## src/rtl/counter_array_pkg.sv

```systemverilog
// Constants for the counter array register block: addresses, fields, resets.
// Assumes an 8-bit special-function-register bus on one system clock.
//
// Behaviour
// - A 16-bit counter, low and high bytes readable and writable.
// - High byte reads a snapshot taken when the low byte is read.
// - Low byte writes ignored while the watchdog lock is set.
// - High byte writes ignored while the watchdog lock is set.
// - Five modules hold a 16-bit value; low byte reachable.
// - Module value high byte readable and writable.
// - Writing a module low byte clears its comparator enable.
// - Writing a module high byte sets its comparator enable.
// - Enabled match with counter equal to value sets the module flag.
// - Under watchdog lock, module 4 mode register writes are blocked.
// ==========================================================================
// Package
package counter_array_pkg;
  localparam int MODULE_COUNT = 5;
  localparam int WATCHDOG_MODULE = 4;
  // Counter addresses
  localparam logic [7:0] COUNTER_LOW_ADDR = 8'hf9;
  localparam logic [7:0] COUNTER_HIGH_ADDR = 8'hfa;
  // Module value addresses
  localparam logic [7:0] MODULE0_LOW_ADDR = 8'hfb;
  localparam logic [7:0] MODULE0_HIGH_ADDR = 8'hfc;
  localparam logic [7:0] MODULE1_LOW_ADDR = 8'he9;
  localparam logic [7:0] MODULE1_HIGH_ADDR = 8'hea;
  localparam logic [7:0] MODULE2_LOW_ADDR = 8'heb;
  localparam logic [7:0] MODULE2_HIGH_ADDR = 8'hec;
  localparam logic [7:0] MODULE3_LOW_ADDR = 8'hed;
  localparam logic [7:0] MODULE3_HIGH_ADDR = 8'hee;
  localparam logic [7:0] MODULE4_LOW_ADDR = 8'hfd;
  localparam logic [7:0] MODULE4_HIGH_ADDR = 8'hfe;
  // Module mode addresses
  localparam logic [7:0] MODULE0_MODE_ADDR = 8'hda;
  localparam logic [7:0] MODULE1_MODE_ADDR = 8'hdb;
  localparam logic [7:0] MODULE2_MODE_ADDR = 8'hdc;
  localparam logic [7:0] MODULE3_MODE_ADDR = 8'hdd;
  localparam logic [7:0] MODULE4_MODE_ADDR = 8'hde;
  // Address tables indexed by module number
  localparam logic [39:0] LOW_ADDRS = {MODULE4_LOW_ADDR, MODULE3_LOW_ADDR,
    MODULE2_LOW_ADDR, MODULE1_LOW_ADDR, MODULE0_LOW_ADDR};
  localparam logic [39:0] HIGH_ADDRS = {MODULE4_HIGH_ADDR, MODULE3_HIGH_ADDR,
    MODULE2_HIGH_ADDR, MODULE1_HIGH_ADDR, MODULE0_HIGH_ADDR};
  localparam logic [39:0] MODE_ADDRS = {MODULE4_MODE_ADDR, MODULE3_MODE_ADDR,
    MODULE2_MODE_ADDR, MODULE1_MODE_ADDR, MODULE0_MODE_ADDR};
  // Mode register fields
  localparam int MODE_COMPARATOR_BIT = 6;
  localparam int MODE_MATCH_BIT = 3;
  // Reset values
  localparam logic [15:0] COUNTER_RESET = 16'h0000;
  localparam logic [15:0] VALUE_RESET = 16'h0000;
  localparam logic [7:0] MODE_RESET = 8'h00;
  localparam logic [7:0] SNAPSHOT_RESET = 8'h00;
  localparam logic [7:0] UNMAPPED_READ = 8'h00;
endpackage : counter_array_pkg

```

## src/rtl/capture_compare_module.sv

```systemverilog
// One capture/compare module: 16-bit value, mode register and match flag.
// Assumes decoded one-cycle write strobes from the parent register block.
`timescale 1ns/1ps
`default_nettype none
module capture_compare_module #(
  parameter bit LOCKABLE = 1'b0
) (
  input wire logic ref_clk,
  input wire logic reset,
  input wire logic wr_low,
  input wire logic wr_high,
  input wire logic wr_mode,
  input wire logic [7:0] wdata,
  input wire logic watchdog_lock_enable,
  input wire logic [15:0] counter_value,
  input wire logic flag_clear,
  output logic [15:0] value_reg,
  output logic [7:0] mode_reg,
  output logic flag_reg
);
  logic match_now;
  logic mode_blocked;

  // ========================================================================
  // Value storage
  always_ff @(posedge ref_clk)
  begin
    if (reset)
      value_reg <= counter_array_pkg::VALUE_RESET;
    else if (wr_low)
      value_reg[7:0] <= wdata;
    else if (wr_high)
      value_reg[15:8] <= wdata;
  end

  // ========================================================================
  // Mode register with comparator enable side effects
  assign mode_blocked = LOCKABLE && watchdog_lock_enable;
  always_ff @(posedge ref_clk)
  begin
    if (reset)
      mode_reg <= counter_array_pkg::MODE_RESET;
    else if (wr_mode && !mode_blocked)
      mode_reg <= wdata;
    else if (wr_low)
      mode_reg[counter_array_pkg::MODE_COMPARATOR_BIT] <= 1'b0;
    else if (wr_high)
      mode_reg[counter_array_pkg::MODE_COMPARATOR_BIT] <= 1'b1;
  end

  // ========================================================================
  // Match flag, set wins over clear
  assign match_now = mode_reg[counter_array_pkg::MODE_MATCH_BIT]
    && mode_reg[counter_array_pkg::MODE_COMPARATOR_BIT]
    && (counter_value == value_reg);
  always_ff @(posedge ref_clk)
  begin
    if (reset)
      flag_reg <= 1'b0;
    else if (match_now)
      flag_reg <= 1'b1;
    else if (flag_clear)
      flag_reg <= 1'b0;
  end
endmodule : capture_compare_module
`default_nettype wire

```

## src/rtl/counter_array_capture_regs.sv

```systemverilog
// Counter array register block: counter, snapshot, five compare modules.
// Assumes an 8-bit SFR bus with one-cycle read and write strobes on ref_clk,
// and a counter tick and watchdog lock produced on the same clock.
`timescale 1ns/1ps
`default_nettype none
module counter_array_capture_regs #(
  parameter int MODULE_COUNT = counter_array_pkg::MODULE_COUNT
) (
  input wire logic ref_clk,
  input wire logic reset,
  input wire logic [7:0] sfr_addr,
  input wire logic [7:0] sfr_wdata,
  input wire logic sfr_wr,
  input wire logic sfr_rd,
  input wire logic watchdog_lock_enable,
  input wire logic count_tick,
  input wire logic [MODULE_COUNT-1:0] flag_clear,
  output logic [7:0] sfr_rdata,
  output logic [15:0] counter_value,
  output logic [MODULE_COUNT-1:0] capture_compare_flag,
  output logic [MODULE_COUNT-1:0] comparator_function_enable
);
  // ========================================================================
  // Declarations
  logic [15:0] counter_reg;
  logic [7:0] snapshot_reg;
  logic [7:0] rdata_reg;
  logic [7:0] rdata_next;
  logic wr_counter_low;
  logic wr_counter_high;
  logic rd_counter_low;
  logic rd_counter_high;
  logic [MODULE_COUNT-1:0] wr_low;
  logic [MODULE_COUNT-1:0] wr_high;
  logic [MODULE_COUNT-1:0] wr_mode;
  logic [MODULE_COUNT-1:0] rd_low;
  logic [MODULE_COUNT-1:0] rd_high;
  logic [MODULE_COUNT-1:0] rd_mode;
  logic [15:0] value_bus [MODULE_COUNT];
  logic [7:0] mode_bus [MODULE_COUNT];
  logic addr_mapped;

  // ========================================================================
  // Counter address decode
  assign wr_counter_low = sfr_wr
    && (sfr_addr == counter_array_pkg::COUNTER_LOW_ADDR);
  assign wr_counter_high = sfr_wr
    && (sfr_addr == counter_array_pkg::COUNTER_HIGH_ADDR);
  assign rd_counter_low = sfr_rd
    && (sfr_addr == counter_array_pkg::COUNTER_LOW_ADDR);
  assign rd_counter_high = sfr_rd
    && (sfr_addr == counter_array_pkg::COUNTER_HIGH_ADDR);
  // Any decoded register, for the unmapped read check
  assign addr_mapped = (|{rd_low, rd_high, rd_mode})
    || (sfr_addr == counter_array_pkg::COUNTER_LOW_ADDR)
    || (sfr_addr == counter_array_pkg::COUNTER_HIGH_ADDR);

  // ========================================================================
  // Module address decode and instances
  genvar gi;
  generate
    for (gi = 0; gi < MODULE_COUNT; gi++)
    begin : g_module
      // Write strobes and read address decodes for this module's three registers
      assign wr_low[gi] = sfr_wr
        && (sfr_addr == counter_array_pkg::LOW_ADDRS[gi*8 +: 8]);
      assign wr_high[gi] = sfr_wr
        && (sfr_addr == counter_array_pkg::HIGH_ADDRS[gi*8 +: 8]);
      assign wr_mode[gi] = sfr_wr
        && (sfr_addr == counter_array_pkg::MODE_ADDRS[gi*8 +: 8]);
      assign rd_low[gi] = sfr_addr == counter_array_pkg::LOW_ADDRS[gi*8 +: 8];
      assign rd_high[gi] = sfr_addr == counter_array_pkg::HIGH_ADDRS[gi*8 +: 8];
      assign rd_mode[gi] = sfr_addr == counter_array_pkg::MODE_ADDRS[gi*8 +: 8];
      assign comparator_function_enable[gi] =
        mode_bus[gi][counter_array_pkg::MODE_COMPARATOR_BIT];

      capture_compare_module #(
        .LOCKABLE(gi == counter_array_pkg::WATCHDOG_MODULE)
      ) u_module (
        .ref_clk(ref_clk),
        .reset(reset),
        .wr_low(wr_low[gi]),
        .wr_high(wr_high[gi]),
        .wr_mode(wr_mode[gi]),
        .wdata(sfr_wdata),
        .watchdog_lock_enable(watchdog_lock_enable),
        .counter_value(counter_reg),
        .flag_clear(flag_clear[gi]),
        .value_reg(value_bus[gi]),
        .mode_reg(mode_bus[gi]),
        .flag_reg(capture_compare_flag[gi])
      );

    end
  endgenerate

  // ========================================================================
  // Counter: software write unless locked, else count on tick
  always_ff @(posedge ref_clk)
  begin
    if (reset)
      counter_reg <= counter_array_pkg::COUNTER_RESET;
    else if (wr_counter_low && !watchdog_lock_enable)
      counter_reg[7:0] <= sfr_wdata;
    else if (wr_counter_high && !watchdog_lock_enable)
      counter_reg[15:8] <= sfr_wdata;
    else if (count_tick)
      counter_reg <= counter_reg + 16'h0001;
  end
  assign counter_value = counter_reg;

  // ========================================================================
  // Snapshot of the upper byte, loaded on a low-byte read
  always_ff @(posedge ref_clk)
  begin
    if (reset)
      snapshot_reg <= counter_array_pkg::SNAPSHOT_RESET;
    else if (rd_counter_low)
      snapshot_reg <= counter_reg[15:8];
  end

  // ========================================================================
  // Read multiplexer
  always_comb
  begin
    rdata_next = counter_array_pkg::UNMAPPED_READ;
    if (sfr_addr == counter_array_pkg::COUNTER_LOW_ADDR)
      rdata_next = counter_reg[7:0];
    else if (sfr_addr == counter_array_pkg::COUNTER_HIGH_ADDR)
      rdata_next = snapshot_reg;
    else
    begin
      for (int i = 0; i < MODULE_COUNT; i++)
      begin
        if (rd_low[i])
          rdata_next = value_bus[i][7:0];
        else if (rd_high[i])
          rdata_next = value_bus[i][15:8];
        else if (rd_mode[i])
          rdata_next = mode_bus[i];
      end
    end
  end

  // Read data register, loaded on a read strobe
  always_ff @(posedge ref_clk)
  begin
    if (reset)
      rdata_reg <= counter_array_pkg::UNMAPPED_READ;
    else if (sfr_rd)
      rdata_reg <= rdata_next;
  end
  assign sfr_rdata = rdata_reg;
endmodule : counter_array_capture_regs
`default_nettype wire

```

## config.mk

```make
export PLATFORM = sky130hd
export DESIGN_NAME = counter_array_capture_regs
export DESIGN_NICKNAME = d
export VERILOG_FILES = /design/src/rtl/counter_array_pkg.sv /design/src/rtl/capture_compare_module.sv /design/src/rtl/counter_array_capture_regs.sv
export SDC_FILE = /design/constraint.sdc
export NUM_CORES = 1
export LEC_CHECK = 0
export BUFFER_PORTS_ARGS = -buffer_cell sky130_fd_sc_hd__buf_2
export CORE_ASPECT_RATIO = 2
export CORE_MARGIN = 3
export CORE_UTILIZATION = 50
export DETAILED_ROUTE_END_ITERATION = 8
export PLACE_DENSITY = 0.71
export SLEW_MARGIN = 10
export SYNTH_ARGS = -nofsm -noshare
export SYNTH_HDL_FRONTEND = slang
export SYNTH_SLANG_ARGS = --single-unit
```

## constraint.sdc

```tcl
create_clock -name ref_clk -period 2.63 [get_ports ref_clk]
set_input_delay 0.526 -clock ref_clk [delete_from_list [all_inputs] [get_ports ref_clk]]
set_output_delay 0.526 -clock ref_clk [all_outputs]
set_load 0.01 [all_outputs]
```

# --- Word-level counts from Yosys, hierarchy flattened ---
# Cells that the tools add are included.
totals:
  in_bits: 27
  output_inout_bits: 34
  wordCells: 156
  reg_bits: 157
op_classes:
  bitwise: 6
  mux: 46
  n_reduce_logical: 51
  n_eq_ne: 23
  n_addsub: 1
ops:
  columns: ["cell", "count"]
  rows:
  - ["8-bit two-way mux", 20]
  - ["8-bit == test, second input constant", 17]
  - ["16-bit == test", 5]
  - ["1-bit logical AND", 31]
  - ["1-bit two-way mux", 25]
  - ["16-bit by 1-bit adder with 16-bit output, second input constant", 1]
  - ["16-bit two-way mux", 1]
  - ["3-bit nonzero test", 5]
  - ["2-bit AND reduction", 7]
  - ["2-bit nonzero test", 7]
  - ["1-bit NOT", 6]
  - ["2-bit inequality test, second input constant", 1]
  - ["1-bit logical NOT", 1]

# --- Logic depth before layout (Yosys ltp) ---
depth:
  ltp_word: 18
  depth_mapped: 10
  mapped_depth_nobuf: 6

# --- Modules after synthesis ---
# A second synthesis with hierarchy kept.
unflattened:
  hier_cells: 1079
  hier_area_um2: 8673.3
modules_own_cells:
  columns: ["module", "cells_per_inst", "seq_area_each_um2", "area_each_um2", "n_inst"]
  rows:
  - ["capture_compare_module (g_module[0].u_module ...)", 118, 500.5, 1066.0, 4]
  - ["counter_array_capture_regs", 480, 640.6, 3339.5, 1]
  - ["capture_compare_module (g_module[4].u_module)", 127, 500.5, 1069.8, 1]

# --- Worst setup path before layout ---
# Ideal clock, no wire load.
synth_timing:
  kind: "input -> register"
  startpoint: "input sfr_addr[6]"
  endpoint: "register snapshot_reg[7]"
  n_path_buf: 2
  t_arrival_ns: 1.869
  setup_time_ns: 0.128
  required_ns: 2.502
  slack_ns: 0.633
  cell_stages: 7
  cell_sequence: "buf_2 > nand4_1 > nor2_1 > buf_2 > nand2_1 > a21oi_1 > nor2_1"
synth_between:
  elab_chain_cells: 2
synth_lines:
  columns: ["element", "line", "rtl"]
  rows:
  - ["from (decl)", "counter_array_capture_regs.sv:11", "input wire logic [7:0] sfr_addr,"]
  - ["8-bit == test", "counter_array_capture_regs.sv:50", "&& (sfr_addr == counter_array_pkg::COUNTER_LOW_ADDR);"]
  - ["1-bit logical AND", "counter_array_capture_regs.sv:50", null]
  - ["to (signal assigned)", "counter_array_capture_regs.sv:117", "snapshot_reg <= counter_array_pkg::SNAPSHOT_RESET;"]
  - ["to (signal assigned)", "counter_array_capture_regs.sv:119", "snapshot_reg <= counter_reg[15:8];"]
  - ["to (decl)", "counter_array_capture_regs.sv:26", "logic [7:0] snapshot_reg;"]
# No other way between the ends.
# A chain may end at the register's enable or synchronous reset.

# --- Worst setup path after layout ---
layout_timing:
  startpoint: "register counter_reg[6] (netlist: counter_value[6])"
  endpoint: "output counter_value[6]"
layout_lines:
  columns: ["element", "line", "rtl"]
  rows:
  - ["from (decl)", "counter_array_capture_regs.sv:25", "logic [15:0] counter_reg;"]
  - ["from (signal assigned)", "counter_array_capture_regs.sv:102", "counter_reg <= counter_array_pkg::COUNTER_RESET;"]
  - ["from (signal assigned)", "counter_array_capture_regs.sv:104", "counter_reg[7:0] <= sfr_wdata;"]
  - ["from (signal assigned)", "counter_array_capture_regs.sv:108", "counter_reg <= counter_reg + 16'h0001;"]
  - ["to (decl)", "counter_array_capture_regs.sv:19", "output logic [15:0] counter_value,"]
# No word-level cell between the ends.

==> results.md <==
* Total grt overflow at 0
* CP arrival at 1.68 ns
* Max-cap violations at 0
* Max incr delay on CP at 0.84 ns
* Run status: finished, final reports clean
* Largest cells by area after synthesis: dfxtp_1 (35%), xnor2_1 (8.0%), nand2_1 (7.3%)
* IO Count at 61
* Crit. End Element: output pin
* Post-synth ARST share at 0%
* Synth warn at 0
* Max Slew Vio Count at 0
* Synthesized Nets at roughly 1.2k
* Worst path cell trace: buf_4 > buf_2
* RSZ-0062 raised after global routing: no
* Tcrit/Tclk final at between 80% and 90%
* IO Port Bufs at 60
* Number of vias per cell at 6.53
* Initial DRC Count at about 800
* Row cnt at slightly below 70
* CTS max path bufs at 2
* CTS H-Tree Depth at 4
* Worst slew pin tran at approximately 0.83 ns
* Critical Path Start Type: flop
* Critical path type: reg2out
* Die Area at approximately 20,000 µm²
* Worst reg2reg setup slack at roughly 0.69 ns
* CTS tree: done
* Lkg Pwr at just under 4 nW
* Final setup vio count at 0
* Number of global-route vias before repair at between 9k and 10k
* Cell taking the most area after synthesis: dfxtp_1
* Clk sinks at 157
* Endpoints failing hold at 0
* Average size of a mapped cell at 7.88 µm²
* Initial core utilization at slightly above 50%
* Core Area at roughly 17,000 µm²
* Post-Synthesis Cells at ~1.1k
* Post-synth top cells: nand2_1 (174), dfxtp_1 (157), a21oi_1 (124), nor2_1 (82), xnor2_1 (82)
* Global placer's final weighted congestion at 1.04
* Post-CTS Resized at 0
* Clk_skew at a little under 0.009 ns
* Final min period at 2.20 ns
* Total CTS buffers at 17
* Hold Path Sink: g_module[2].u_module.flag_reg$_SDFFE_PP0P_
* Seq/Total Area, Yosys at 35.0%
* Largest net degree at the start of global routing at between 70 and 80
* Mapped Area at roughly 9000 µm²
* Share of layout cells above drive strength 1 at approximately 17%
* Top FF cell, synth: dfxtp_1
* Pre-Repair DR Iteration Count at 6
* Slew margin rel. at ~44%
* Hold Crit Class: in2reg
* Routed WL at 37,900 µm
* CP bufs+invs at 2
* Area growth from synthesis to layout at 15.7%
* Top cell type's share of synthesized area at 35.0%
* Kind of cell adding the most delay to the critical path: flip-flops
* Slowest stage cell, crit path: dfxtp_1
* Distinct cells, synth at between 70 and 80
* Final nets at approximately 1.2k
* WP data required at roughly 2.1 ns
* R2R cell count at 5
* RR Endpoint: g_module[1].u_module.flag_reg$_SDFFE_PP0P_
* Cts hold-fix bufs at 0
* Setup TNS at 0 ns
* Via count at between 9k and 10k
* Power per cell area at 529 nW/µm²
* Setup bufs post-CTS at 0
* HPWL after DPL at 27,900 µm
* R2r startpoint: counter_value[12]$_SDFFE_PP0P_
* FF+latch count, synth at 157
* Hold depth at 3
* First-pass GRT wire length at between 50,000 and 60,000 µm
* Number of flops mapped to enable cells by yosys at 0
* CTS root buf: clkbuf_16
* DRC violations left at 0
* Peak VDD IR at roughly 0.47 mV
* Top-count cell post-synth: nand2_1
* GRT Total Usage at between 30% and 40%
* Max reg flops at 80
* Die X at between 100 and 150 µm
* Hold path start: flag_clear[2]
* WL per Instance at about 27 µm
* Max Fclk at about 450 MHz
* Worst-Skew Late Latency at 0.44 ns
* Fin Hold WS at between 0.3 and 0.4 ns
* Initial antenna violation count at 0
* Die Y at slightly below 200 µm
* Clock-pin transition on the worst setup and hold timing paths at approximately 0.07 ns
* # diodes at 0
* Crit path max fanout at 9
* Routed Antenna Nets at 0
==> power by group <==
part,internal [mW],total [mW],switching [mW]
sequential,2.39,2.41,0.0194
clock,1.47,2.62,1.15
combinational,0.157,0.482,0.325
==> worst max path at each step <==
stage | end | cells after the start | startpoint
6_report | counter_value[6] | 2 | counter_value[6]$_SDFFE_PP0P_
3_5_place_dp | sfr_rdata[7]$_SDFFE_PP0P_ | 8 | sfr_addr[0]
4_1_cts | counter_value[6] | 2 | counter_value[6]$_SDFFE_PP0P_
2_1_floorplan | snapshot_reg[7]$_SDFFE_PP0P_ | 7 | sfr_addr[6]
5_1_grt | sfr_rdata[0]$_SDFFE_PP0P_ | 9 | sfr_addr[0]
3_3_place_gp | sfr_rdata[7]$_SDFFE_PP0P_ | 8 | sfr_addr[1]
==> metrics by stage <==
stage / instance area, µm² / cells / utilization (%) / setup slack, ns / total power [mW]
after floorplan: 8990 / 1141 / - / 0.633 / 2.73
after global placement: 9790 / 1391 / 56.1 / 0.0747 / 2.93
after detailed placement: 9790 / 1391 / 56.1 / 0.0427 / 2.93
after CTS: 10400 / 1423 / 59.6 / 0.497 / 5.52
after global routing: 10400 / 1423 / 59.6 / 0.373 / 5.65
final: 10400 / 1423 / 59.6 / 0.428 / 5.51
==> cell families after synthesis <==
kind of cell / share of synthesized area (%)
AND/OR/NAND/NOR: 23.5
AO/OA/AOI/OAI: 19.8
flip-flops: 35.0
buffers and inverters: 6.82
XOR/XNOR: 8.47
multiplexers: 6.29
adder cells (fa/ha/maj): 0.139
==> layout by cell type, fill, tap and decap left out, types with 4 or more instances in the layout <==
| cell type | n |
|---|---|
| a211o_1 | 5 |
| a211oi_1 | 24 |
| a21oi_1 | 124 |
| a221oi_1 | 6 |
| a22o_1 | 6 |
| a22oi_1 | 6 |
| a32oi_1 | 4 |
| and3_1 | 10 |
| and4_1 | 4 |
| and4b_1 | 5 |
| buf_12 | 8 |
| buf_2 | 59 |
| buf_4 | 87 |
| clkbuf_16 | 17 |
| dfxtp_1 | 157 |
| inv_1 | 8 |
| inv_6 | 5 |
| inv_8 | 4 |
| mux2_2 | 4 |
| mux2i_1 | 52 |
| nand2_1 | 174 |
| nand2b_1 | 11 |
| nand3_1 | 60 |
| nand3b_1 | 10 |
| nand4_1 | 29 |
| nand4b_1 | 6 |
| nand4bb_1 | 4 |
| nor2_1 | 82 |
| nor2b_1 | 8 |
| nor3_1 | 12 |
| nor4_1 | 6 |
| o211ai_1 | 6 |
| o21ai_0 | 40 |
| o221ai_1 | 4 |
| o22ai_1 | 12 |
| xnor2_1 | 82 |
| xor2_1 | 5 |
==> area by class of cell <==
type	instances	area, µm²
Clock buffer	18	439
Clock inverter	14	171
Fill cell	1654	7040
Inverter	11	41.3
Multi-Input combinational cell	859	5240
Sequential cell	157	3140
Tap cell	210	263
Timing Repair Buffer	154	1110
==> per-layer routing <==
metal	vias up	share of wire, %	track usage [%]
met2	527	49	64.6
met5	-	0	0
met4	0	9.4	29.7
li1	4166	-	-
met3	195	7.2	7.30
met1	4398	34	41.8
==> tightest hold or removal path: cells and delay by family <==
kind / cells / cell delay (ns)
AOI/OAI and AO/OA: 1 / 0.05
buffers and inverters: 1 / 0.07
and+or+nand+nor: 1 / 0.08
No activity file was read; power rests on OpenSTA's default activity.
